<file path="src/hdl/watchdog_defines.vh">
// Register map, field positions, reset values and counts of the watchdog.
// Assumes a byte-addressed APB bus with 32-bit data and 12-bit addresses.
`ifndef WATCHDOG_DEFINES_VH
`define WATCHDOG_DEFINES_VH

`define WDT_ADDR_W 12
`define WDT_CTRL_OFS 12'h034
`define WDT_CMD_OFS 12'h038
`define WDT_STAT_OFS 12'h03C
`define WDT_MASK_OFS 12'h040
`define WDT_INFO_OFS 12'h044

`define WDT_EN_BIT 3
`define WDT_TSEL_LSB 1
`define WDT_TSEL_MSB 2
`define WDT_ACT_BIT 0

`define WDT_CTRL_RST 4'h9
`define WDT_CLEAR_CODE 8'h4E
`define WDT_DISABLE_CODE 8'hB1
`define WDT_STAT_OVF_BIT 0

`define WDT_DIV_BASE 8
`define WDT_DIV_W 16
`define WDT_RST_HOLD 8'h10

`endif

</file>
<file path="src/hdl/stage_counter.v">
// Two-stage binary counter fed by divider ticks; flags its wrap.
// Assumes tick is a one-cycle enable on the same clock.
`timescale 1ns/100ps
`default_nettype none

module stage_counter (
    input wire clk,
    input wire rst,
    input wire clear,
    input wire tick,
    output reg [1:0] count,
    output reg ovf
);

    always @(posedge clk) begin
        if (rst) begin
            count <= 2'h0;
            ovf <= 1'b0;
        end else begin
            // Clear beats a tick in the same cycle
            ovf <= ~clear & tick & (count == 2'h3);
            if (clear) begin
                count <= 2'h0;
            end else if (tick) begin
                count <= count + 2'h1;
            end
        end
    end

endmodule // stage_counter

`default_nettype wire

</file>
<file path="src/hdl/tick_divider.v">
// Free-running divider giving one-cycle tick enables at a selectable rate.
// Assumes one clock; run low freezes the divider without clearing it.
`timescale 1ns/100ps
`default_nettype none

module tick_divider #(
    parameter DIV_W = 16,
    parameter BASE = 8
) (
    input wire clk,
    input wire rst,
    input wire run,
    input wire [1:0] sel,
    output reg tick
);

    reg [DIV_W-1:0] cnt_ff;

    // Period of tick is 2**(BASE + 2*sel) clocks
    function [DIV_W-1:0] tap_mask;
        input [1:0] s;
        integer i;
        begin
            tap_mask = {DIV_W{1'b0}};
            for (i = 0; i < DIV_W; i = i + 1) begin
                tap_mask[i] = (i < BASE + 2 * s);
            end
        end
    endfunction

    always @(posedge clk) begin
        if (rst) begin
            cnt_ff <= {DIV_W{1'b0}};
            tick <= 1'b0;
        end else begin
            if (run) begin
                cnt_ff <= cnt_ff + {{(DIV_W-1){1'b0}}, 1'b1};
            end
            tick <= run & ((cnt_ff & tap_mask(sel)) == tap_mask(sel));
        end
    end

endmodule // tick_divider

`default_nettype wire

</file>
<file path="src/hdl/watchdog_timer_control.v">
// Watchdog timer with APB register access, overflow reset or interrupt.
// Assumes SYS_RST also covers the chip reset that RESET_N_OUT requests
// and LOW_POWER comes asynchronously from the power controller.
// Limitation: the block never resets itself; a bite only drives RESET_REQ and the
// reset pin, and the system must route it back into SYS_RST.
//
// Functional notes
// Watchdog is enabled and counts right after reset release.
// Control register holds enable, time, action; command register takes codes.
// Binary counter overflow activates the watchdog output.
// Action bit 1: reset request, reset pin driven low.
// Action bit 0: watchdog interrupt instead of reset.
// Counting holds in stop, idle and sleep; resumes from held count.
// Free-running divider feeds two-stage binary counter; overflow from counter.
// Clear code clears only the binary counter, not the divider.
// Clear to overflow may be only three quarters of detection time.
// Software clears faster than three quarters of detection time.
// Software sets time and action first, then clears counter.
// Software keeps clearing within the detection time.
// Enable 0 disables only with disable code; enable 1 enables.
// Action bit programmable once; reset sets it to reset request.
// With interrupt action the watchdog acts as periodic timer.
// Other command values leave counter and enable untouched.
`timescale 1ns/100ps
`default_nettype none
`include "watchdog_defines.vh"

module watchdog_timer_control #(
    parameter DIV_BASE = `WDT_DIV_BASE,
    parameter DIV_W = `WDT_DIV_W,
    parameter [7:0] DISABLE_CODE = `WDT_DISABLE_CODE
) (
    input wire CLOCK,
    input wire SYS_RST,
    input wire PSEL,
    input wire PENABLE,
    input wire PWRITE,
    input wire [`WDT_ADDR_W-1:0] PADDR,
    input wire [31:0] PWDATA,
    output reg [31:0] PRDATA,
    output reg PREADY,
    output reg PSLVERR,
    input wire LOW_POWER,
    output reg WATCHDOG_INTERRUPT,
    output reg RESET_REQ,
    output reg RESET_N_OUT
);

    localparam [2:0] REG_NONE = 3'h0;
    localparam [2:0] REG_CTRL = 3'h1;
    localparam [2:0] REG_CMD = 3'h2;
    localparam [2:0] REG_STAT = 3'h3;
    localparam [2:0] REG_MASK = 3'h4;
    localparam [2:0] REG_INFO = 3'h5;
    localparam [3:0] CTRL_RST = `WDT_CTRL_RST;

    reg en_ff;
    reg [1:0] tsel_ff;
    reg act_ff;
    reg act_lock_ff;
    reg dis_pend_ff;
    reg stat_ff;
    reg mask_ff;
    reg [7:0] rst_cnt_ff;
    reg lp_s1_ff;
    reg lp_s2_ff;
    reg lp_s3_ff;
    reg paused_ff;
    reg clear_ff;
    reg [31:0] nxt_rdata;
    reg nxt_err;

    wire tick;
    wire ovf;
    wire [1:0] count;
    wire access;
    wire wr;
    wire [2:0] sel_reg;
    wire is_clear;
    wire is_disable;
    wire set_ovf;
    wire wr_ctrl;
    wire wr_cmd;
    wire wr_stat;
    wire wr_mask;
    wire stretch;
    wire start;
    reg [7:0] nxt_rst_cnt;

    function [2:0] decode;
        input [`WDT_ADDR_W-1:0] a;
        begin
            case (a)
                `WDT_CTRL_OFS: decode = REG_CTRL;
                `WDT_CMD_OFS: decode = REG_CMD;
                `WDT_STAT_OFS: decode = REG_STAT;
                `WDT_MASK_OFS: decode = REG_MASK;
                `WDT_INFO_OFS: decode = REG_INFO;
                default: decode = REG_NONE;
            endcase
        end
    endfunction

    // Command codes must match the low byte; the upper bytes are not compared
    function cmd_is;
        input [31:0] d;
        input [7:0] code;
        begin
            cmd_is = (d[7:0] == code);
        end
    endfunction

    // One wait state: PREADY rises in the second access cycle
    assign access = PSEL & PENABLE & PREADY;
    assign wr = access & PWRITE;
    assign sel_reg = decode(PADDR);
    assign wr_ctrl = wr & (sel_reg == REG_CTRL);
    assign wr_cmd = wr & (sel_reg == REG_CMD);
    assign wr_stat = wr & (sel_reg == REG_STAT);
    assign wr_mask = wr & (sel_reg == REG_MASK);
    assign is_clear = wr_cmd & cmd_is(PWDATA, `WDT_CLEAR_CODE);
    assign is_disable = wr_cmd & cmd_is(PWDATA, DISABLE_CODE);
    // Clearing the counter for the whole pulse keeps one bite one pulse
    assign stretch = (rst_cnt_ff != 8'h00);
    assign start = PSEL & PENABLE & ~PREADY;
    // Overflow while counting; the counter wraps for the next period
    assign set_ovf = ovf & en_ff & ~act_ff;

    // Divider keeps running while the watchdog is disabled
    tick_divider #(
        .DIV_W(DIV_W),
        .BASE(DIV_BASE)
    ) u_div (
        .clk(CLOCK),
        .rst(SYS_RST),
        .run(~paused_ff),
        .sel(tsel_ff),
        .tick(tick)
    );

    // Clear is not applied to the divider, so the first period shrinks
    stage_counter u_cnt (
        .clk(CLOCK),
        .rst(SYS_RST),
        .clear(clear_ff | ~en_ff | stretch),
        .tick(tick & en_ff & ~paused_ff),
        .count(count),
        .ovf(ovf)
    );

    // Three-stage sync; change counts once stages two and three agree
    always @(posedge CLOCK) begin
        if (SYS_RST) begin
            lp_s1_ff <= 1'b0;
            lp_s2_ff <= 1'b0;
            lp_s3_ff <= 1'b0;
            paused_ff <= 1'b0;
        end else begin
            lp_s1_ff <= LOW_POWER;
            lp_s2_ff <= lp_s1_ff;
            lp_s3_ff <= lp_s2_ff;
            if (lp_s2_ff == lp_s3_ff) begin
                paused_ff <= lp_s3_ff;
            end
        end
    end

    // Clear strobe is registered, so the counter clears one cycle late
    always @(posedge CLOCK) begin
        if (SYS_RST) begin
            clear_ff <= 1'b0;
        end else begin
            clear_ff <= is_clear;
        end
    end

    // New detection time takes hold at the divider's next tap match
    always @(posedge CLOCK) begin
        if (SYS_RST) begin
            tsel_ff <= CTRL_RST[`WDT_TSEL_MSB:`WDT_TSEL_LSB];
        end else if (wr_ctrl) begin
            tsel_ff <= PWDATA[`WDT_TSEL_MSB:`WDT_TSEL_LSB];
        end
    end

    // First control write locks the action, whatever value it carries
    always @(posedge CLOCK) begin
        if (SYS_RST) begin
            act_ff <= CTRL_RST[`WDT_ACT_BIT];
            act_lock_ff <= 1'b0;
        end else if (wr_ctrl & ~act_lock_ff) begin
            act_ff <= PWDATA[`WDT_ACT_BIT];
            act_lock_ff <= 1'b1;
        end
    end

    // Two steps to disable, so one stray write cannot stop the watchdog
    always @(posedge CLOCK) begin
        if (SYS_RST) begin
            en_ff <= CTRL_RST[`WDT_EN_BIT];
            dis_pend_ff <= 1'b0;
        end else if (wr_ctrl) begin
            if (PWDATA[`WDT_EN_BIT]) begin
                en_ff <= 1'b1;
                dis_pend_ff <= 1'b0;
            end else begin
                dis_pend_ff <= 1'b1;
            end
        end else if (is_disable & dis_pend_ff) begin
            en_ff <= 1'b0;
            dis_pend_ff <= 1'b0;
        end
    end

    // Mask gates only the pin; status still records every overflow under interrupt action (act 0)
    always @(posedge CLOCK) begin
        if (SYS_RST) begin
            mask_ff <= 1'b0;
        end else if (wr_mask) begin
            mask_ff <= PWDATA[`WDT_STAT_OVF_BIT];
        end
    end

    // Sticky status; a new overflow beats a write-one-to-clear
    always @(posedge CLOCK) begin
        if (SYS_RST) begin
            stat_ff <= 1'b0;
        end else if (set_ovf) begin
            stat_ff <= 1'b1;
        end else if (wr_stat & PWDATA[`WDT_STAT_OVF_BIT]) begin
            stat_ff <= 1'b0;
        end
    end

    // Reset request stretch; the chip reset then reinitializes us
    always @* begin
        nxt_rst_cnt = rst_cnt_ff;
        if (ovf & en_ff & act_ff) begin
            nxt_rst_cnt = `WDT_RST_HOLD;
        end else if (stretch) begin
            nxt_rst_cnt = rst_cnt_ff - 8'h01;
        end
    end

    always @(posedge CLOCK) begin
        if (SYS_RST) begin
            rst_cnt_ff <= 8'h00;
        end else begin
            rst_cnt_ff <= nxt_rst_cnt;
        end
    end

    // Both reset outputs come from one counter, so they never disagree
    always @(posedge CLOCK) begin
        if (SYS_RST) begin
            RESET_REQ <= 1'b0;
            RESET_N_OUT <= 1'b1;
        end else begin
            RESET_REQ <= stretch;
            RESET_N_OUT <= ~stretch;
        end
    end

    // Level interrupt, high while the unmasked status bit is set
    always @(posedge CLOCK) begin
        if (SYS_RST) begin
            WATCHDOG_INTERRUPT <= 1'b0;
        end else begin
            WATCHDOG_INTERRUPT <= stat_ff & mask_ff;
        end
    end

    // Read mux and error for unmapped addresses
    always @* begin
        nxt_rdata = 32'h0000_0000;
        nxt_err = 1'b0;
        case (sel_reg)
            REG_CTRL: begin
                nxt_rdata[`WDT_EN_BIT] = en_ff;
                nxt_rdata[`WDT_TSEL_MSB:`WDT_TSEL_LSB] = tsel_ff;
                nxt_rdata[`WDT_ACT_BIT] = act_ff;
            end
            REG_CMD: nxt_rdata = 32'h0000_0000;
            REG_STAT: nxt_rdata[`WDT_STAT_OVF_BIT] = stat_ff;
            REG_MASK: nxt_rdata[`WDT_STAT_OVF_BIT] = mask_ff;
            REG_INFO: nxt_rdata[5:0] = {dis_pend_ff, act_lock_ff,
                paused_ff, en_ff, count};
            default: nxt_err = 1'b1;
        endcase
    end

    always @(posedge CLOCK) begin
        if (SYS_RST) begin
            PREADY <= 1'b0;
            PRDATA <= 32'h0000_0000;
            PSLVERR <= 1'b0;
        end else begin
            PREADY <= start;
            // Data are captured with PREADY so they stand beside it
            if (start) begin
                PRDATA <= PWRITE ? 32'h0000_0000 : nxt_rdata;
                PSLVERR <= nxt_err;
            end else begin
                PSLVERR <= 1'b0;
            end
        end
    end

endmodule // watchdog_timer_control

`default_nettype wire

</file>
<file path="config.mk">
export PLATFORM = sky130hd
export DESIGN_NAME = watchdog_timer_control
export DESIGN_NICKNAME = d
export VERILOG_FILES = /design/src/hdl/stage_counter.v /design/src/hdl/tick_divider.v /design/src/hdl/watchdog_timer_control.v
export VERILOG_INCLUDE_DIRS = /design/src /design/src/hdl
export SDC_FILE = /design/constraint.sdc
export NUM_CORES = 1
export LEC_CHECK = 0
export BUFFER_PORTS_ARGS = -buffer_cell sky130_fd_sc_hd__buf_2
export CORE_MARGIN = 1
export CORE_UTILIZATION = 25
export CTS_BUF_LIST = sky130_fd_sc_hd__clkbuf_4
export DETAILED_ROUTE_END_ITERATION = 16
export PLACE_DENSITY = 0.54
export SLEW_MARGIN = 20
export SYNTH_ARGS = -nofsm -noshare
export SYNTH_HDL_FRONTEND = slang
export SYNTH_SLANG_ARGS = --single-unit
</file>
<file path="constraint.sdc">
create_clock -name CLOCK -period 2 [get_ports CLOCK]
set_input_delay 0.1 -clock CLOCK [delete_from_list [all_inputs] [get_ports CLOCK]]
set_output_delay 0.1 -clock CLOCK [all_outputs]
set_load 0.02 [all_outputs]
</file>
==> flow_metrics.tcl, run 1 <==
set metrics [dict create \
    viasPerCell 4.39 \
    crit_slowest_cell "or3_1" \
    io_pins 87 \
    nFillCells 1000 \
    r2r_end "u_cnt.ovf" \
    clock_path_buffers 2 \
    insertion_delay_ps 370 \
    grt_usage_pct 9.97 \
    nNetsFinal 357 \
    grt_overflow 0 \
    synth_edf_count 0 \
    core.rowCount 35 \
    fin_crit_sh_pct 79.9 \
    holdCritStartpoint "PWDATA[7]" \
    worst-path-max-fanout 5 \
    core_sq_um 9200 \
    setup_viol 0 \
    ys_top_cells_by_area "dfxtp_1, buf_4, nor2_1" \
    worstSetupEndpointType "register" \
    cp_cell_sequence "nor3_1 -> nand4b_1 -> or3_1 -> nor3_1" \
    vias 1820 \
    wl_per_cell_microns 11.4 \
    layout_commonest_cell "dfxtp_1" \
    min_path_cells 4 \
    stdcell_count 415 \
    async_flop_share_pct 0 \
    first_iter_violations 35 \
    period_minus_slack_ps 1600 \
    drive_above_1_share_pct 18.1 \
    syn_area_per_cell_sq_um 9.07 \
    root_buffer "clkbuf_4" \
    whs_endpoint "clear_ff" \
    hold_viol 0 \
    die-area_sq_um 9820 \
    seq_area_frac_synth_pct 42.5 \
    fin_worst_skew_ps 20.7 \
    path_class "register to register" \
    ir_drop_mv 0.264 \
    grt_pass1_wl_mm 7.73 \
    p_per_area_nw_per_um2 861 \
    dp.final_hpwl_mm 3.63 \
    synth_seq_cells 50 \
    die_x_microns 99.1 \
    startpoint_type "register" \
    path_delay_family "simple AND/OR/NAND/NOR gates" \
    antenna_found_initial 0 \
    reg2reg_slack_ps 400 \
    cts-resized-gates 0 \
    post-cts-setup-buffer-count 0 \
    reg2regPathDepth 4 \
    rsz0062_at_grt "no" \
    start_util_pct 25.6 \
    synth_cells 260 \
    synthFlopType "dfxtp_1" \
    path_clk_slew_ps 160 \
    clock_sinks 50 \
    finalSetupTns_ps 0 \
    yosys_warnings 0 \
    diodes 0 \
    crit_top_cell "nor3_1" \
    yosys.cell_types.count 48 \
    grt_max_degree 24 \
    min_path_type "input pin to register" \
    fmax_mhz 626 \
    maxCapViolations 0 \
    drtAntennaViolNets 0 \
    cts_tree "yes" \
    cts_buffers 5 \
    synth_top_cell_area_share_pct 42.5 \
    leakagePower_uw 0.00106 \
    syn2layout_area_growth_pct 14.3 \
    cp_num_buf_inv 0 \
    wl_mm 4.73 \
    first_pass_iters 4 \
    globalplace.congestion 0.778 \
    r2r_start "rst_cnt_ff[4]" \
    grt_pass1_vias 1675 \
    die_h_microns 99.1 \
    drc_errors 0 \
    crit_path_max_incr_delay_ps 450 \
    synth_area_sq_um 2360 \
    outcome "completed" \
    synth_top_area_cell "dfxtp_1" \
    crit_arrival_ps 1900 \
    mostFrequentLayoutCells "dfxtp_1, buf_2, nor2_1" \
    cts_max_level 2 \
    port_buffers 36 \
    dp.cells 402 \
    cp_data_required_time_ps 2300 \
    maxSlewViolCount 0 \
]
-- kinds of logic after synthesis --
logic type / share of synthesized area (%)
buffers and inverters: 10.5
xor gates and xnor gates: 6.69
other: 0.159
and+or+nand+nor: 26.3
DFF: 42.5
muxes: 3.03
adders and majority gates: 2.12
AOI/OAI and AO/OA: 8.76
-- report_power, final --
| part | internal (uW) | total [uW] | switching, uW |
|---|---|---|---|
| combinational | 248 | 568 | 321 |
| sequential | 1090 | 1150 | 66.5 |
| clock | 266 | 597 | 331 |
| total | 1600 | 2320 | 719 |
-- repair_timing --
action | 4_1_cts | 5_1_grt
endpoints found under the setup margin | 0 | 0
hold endpoints to repair | 3 | 1
hold buffers | 4 | 1
-- state kept, by name (all words and copies together) (netlist names) --
| name | count |
|---|---|
| PSLVERR | 1 |
| RESET_N_OUT | 1 |
| act_ff | 1 |
| rst_cnt_ff | 8 |
| act_lock_ff | 1 |
| lp_s2_ff | 1 |
| lp_s1_ff | 1 |
| u_cnt.count | 2 |
| u_div.cnt_ff | 14 |
| RESET_REQ | 1 |
| stat_ff | 1 |
| PREADY | 1 |
| lp_s3_ff | 1 |
| mask_ff | 1 |
| PRDATA | 6 |
| tsel_ff | 2 |
| clear_ff | 1 |
| en_ff | 1 |
| WATCHDOG_INTERRUPT | 1 |
| paused_ff | 1 |
| dis_pend_ff | 1 |
| u_cnt.ovf | 1 |
| u_div.tick | 1 |
-- metal layers --
layer | share of wire [%] | vias up | global-route usage [%] | wire length [microns]
met1 | 47 | 831 | 12.7 | 2240
met2 | 46 | 51 | 16.7 | 2160
met3 | 6.3 | 2 | 2.46 | 300
met4 | 0.61 | 0 | 3.05 | 29
met5 | 0 | - | 0 | 0
li1 | - | 936 | - | -
-- synthesized netlist by cell type (2+ instances only) --
library cell   n
dfxtp_1       50
nor2_1        28
buf_4         26
nand2_1       20
nor3_1        10
o21ai_0       10
xnor2_1       10
nand4b_1       8
xor2_1         8
nor2b_1        7
mux2i_1        6
a21oi_1        5
clkbuf_1       5
inv_1          5
nand2b_1       5
nand4_1        5
nor4_1         5
ha_1           4
a22oi_1        3
nand3b_1       3
nor3b_1        3
nor4b_1        3
or3_1          3
a31oi_1        2
nand3_1        2
or3b_2         2
-- layout make-up --
type	count	area [sq um]	area share, %
Clock buffer	5	37.5	1.39
Clock inverter	3	43.8	1.62
Inverter	5	18.8	0.696
Multi-Input combinational cell	197	1200	44.6
Sequential cell	50	1000	37.1
Tap cell	111	139	5.15
Timing Repair Buffer	44	253	9.38
-- worst max path at each step --
stage / from / endpoint / slack (ps) / depth (start not counted)
floorplan: PREADY / act_ff / 510 / 5
global placement: PADDR[1] / act_ff / 250 / 5
detailed placement: PADDR[1] / act_ff / 230 / 5
CTS: rst_cnt_ff[4] / u_cnt.ovf / 380 / 4
global route: rst_cnt_ff[4] / u_cnt.ovf / 230 / 4
finish: rst_cnt_ff[4] / u_cnt.ovf / 400 / 4
-- worst min-delay path: stages --
cell and delay, ps:
buf_2 90, nor4_1 40, nand3b_1 90, nor3_1 50
-- per-stage QoR --
| stage | power [uW] | utilization (%) | area [sq um] | hold slack (ps) | setup WS (ps) |
|---|---|---|---|---|---|
| 3_3_place_gp | 1730 | 27.9 | 2560 | 313 | 251 |
| 6_report | 2320 | 29.3 | 2700 | 16.7 | 402 |
| 2_1_floorplan | 1630 | - | 2450 | 203 | 509 |
| 5_1_grt | 2480 | 29.3 | 2700 | 5.82 | 228 |
| 3_5_place_dp | 1740 | 27.9 | 2560 | 316 | 231 |
| 4_1_cts | 2350 | 29.2 | 2690 | 3.52 | 379 |
Power figures use the tool's default switching activity.
==> run 2: changes to the inputs <==
- PLACE_DENSITY: 0.54 -> 0.56
- clock period: 2 -> 1.4 ns (I/O delays scaled with it)
==> run 2 against run 1 <==
The run now ends with setup timing left. Sequential share of layout area fell by 3.9 points. Clock skew shrank 12 ps. Largest power group unchanged. Register-to-register slack got worse by 410 ps. Clock power increased by 8.7%. Combinational power increased by 120%. Clock-buffer cell count grew 1. Critical path depth up 2. First-iteration DRC count grew 2.9%. Core utilization rose by 3.8 points. Die area did not move. Setup slack worse by 410 ps. Non-clock buffer count grew 35.
==> flow_metrics.tcl, run 2 (synthesis gave the netlist of run 1 again) <==
set metrics [dict create \
    port_buffers 36 \
    maxSlewViolCount 0 \
    period_minus_slack_ps 1410 \
    die-area_sq_um 9820 \
    globalplace.congestion 0.743 \
    fmax_mhz 710 \
    path_clk_slew_ps 140 \
    p_per_area_nw_per_um2 1170 \
    min_path_cells 4 \
    ir_drop_mv 0.544 \
    layout_commonest_cell "dfxtp_1" \
    vias 1998 \
    drc_errors 0 \
    root_buffer "clkbuf_4" \
    reg_top3 "u_div.cnt_ff x14, rst_cnt_ff x8, PRDATA x6" \
    outcome "complete, but fails checks" \
    cts_tree "yes" \
    worst-path-max-fanout 2 \
    finalSetupTns_ps -8.42 \
    start_util_pct 25.6 \
    grt_max_degree 15 \
    insertion_delay_ps 350 \
    crit_path_max_incr_delay_ps 360 \
    cp.depth 6 \
    rsz0062_at_grt "yes" \
    wl_mm 5.00 \
    path_class "register to register" \
    antenna_found_initial 0 \
    largest_register_ffs 14 \
    fin_worst_skew_ps 8.98 \
    first_pass_iters 4 \
    setup_viol 1 \
    grt_usage_pct 9.91 \
    cp_num_buf_inv 2 \
    die_h_microns 99.1 \
    setup_ws_ps -8.42 \
    clock_path_buffers 2 \
    crit_arrival_ps 1700 \
    maxCapViolations 0 \
    reg2reg_slack_ps -8 \
    viasPerCell 4.44 \
    path_delay_family "simple AND/OR/NAND/NOR gates" \
    cts_buffers 5 \
    die_x_microns 99.1 \
    cp_data_required_time_ps 1690 \
    nNetsFinal 392 \
    clock_sinks 50 \
    pre_cts_ws_ps -213 \
    largest-register "u_div.cnt_ff" \
    core_sq_um 9200 \
    wl_per_cell_microns 11.1 \
    drive_above_1_share_pct 31.6 \
    grt_pass1_wl_mm 7.87 \
    startpoint_type "register" \
    hold_viol 0 \
    violations "setup timing" \
    fin_crit_sh_pct 101 \
    worstSetupEndpointType "register" \
    io_pins 87 \
    min_path_type "input pin to register" \
    first_iter_violations 36 \
    cp_cell_sequence "inv_2 -> ha_4 -> nand4b_1 -> buf_4 -> or3b_4 -> a31oi_1" \
    grt_overflow 0 \
    grt_pass1_vias 1834 \
    mostFrequentLayoutCells "dfxtp_1, buf_2, buf_4" \
    syn2layout_area_growth_pct 29.0 \
    reg2regPathDepth 6 \
    cts_max_level 2 \
    diodes 0 \
    core.rowCount 35 \
    leakagePower_uw 0.00126 \
    crit_slowest_cell "dfxtp_2" \
    drtAntennaViolNets 0 \
    dp.final_hpwl_mm 3.63 \
]
run 2: cell types whose count changed in the layout (fill, tap and decap cells not counted), sizes merged:
cell | before | now
clkinv | 1 | 2
buf | 39 | 71
inv | 6 | 5
dlygate4sd3 | 5 | 8
clkbuf | 5 | 6
bufinv | 1 | 0
run 2: repair_timing:
action,CTS,global route
gates resized for setup,4,18
setup endpoints to repair,4,13
setup buffers,0,6
gates cloned,0,0
pin swaps,4,8
hold buffers,7,1
endpoints found under the hold margin,7,1
run 2: stage by stage:
step / total power, uW / utilization (%) / hold WS [ps] / cells / instance area (sq um)
floorplan: 2380 / - / 170 / 285 / 2470
global placement: 2640 / 30.2 / 294 / 428 / 2780
detailed placement: 2650 / 30.2 / 297 / 428 / 2780
CTS: 3320 / 31.7 / 0.195 / 443 / 2910
global route: 3800 / 33.1 / 46.2 / 450 / 3040
finish: 3570 / 33.1 / 25.9 / 450 / 3040
run 2: power by group:
part / internal [uW] / switching [uW]
Clock: 209 / 439
Combinational: 645 / 610
Sequential: 1560 / 100
Total: 2420 / 1150
run 2: layer usage:
layer | up-vias | part of all wire, % | GRT usage (%)
met1 | 934 | 46 | 11.8
li1 | 1007 | - | -
met4 | 0 | 1.3 | 2.83
met5 | - | 0 | 0
met3 | 7 | 4.4 | 2.67
met2 | 50 | 48 | 17.5
run 2: cell type report:
| type | count | area (sq um) |
|---|---|---|
| clock buffer | 6 | 45.0 |
| clock inverter | 2 | 8.76 |
| fill | 988 | 6150 |
| inverter | 5 | 18.8 |
| multi-input combinational | 197 | 1290 |
| sequential | 50 | 1010 |
| tap | 111 | 139 |
| timing repair buffer | 79 | 527 |
run 2: worst min-delay path: cells and delay by family:
kind | cells | cell delay (ps)
and+or+nand+nor | 3 | 200
buffers and inverters | 1 | 90
run 2: path summary, 6_finish.rpt:
path	from	to
worst max-delay path	rst_cnt_ff[1]	rst_cnt_ff[4]
worst min-delay path	PWDATA[7]	clear_ff
worst max register to register	rst_cnt_ff[1]	rst_cnt_ff[4]
worst min register to register	lp_s1_ff	lp_s2_ff
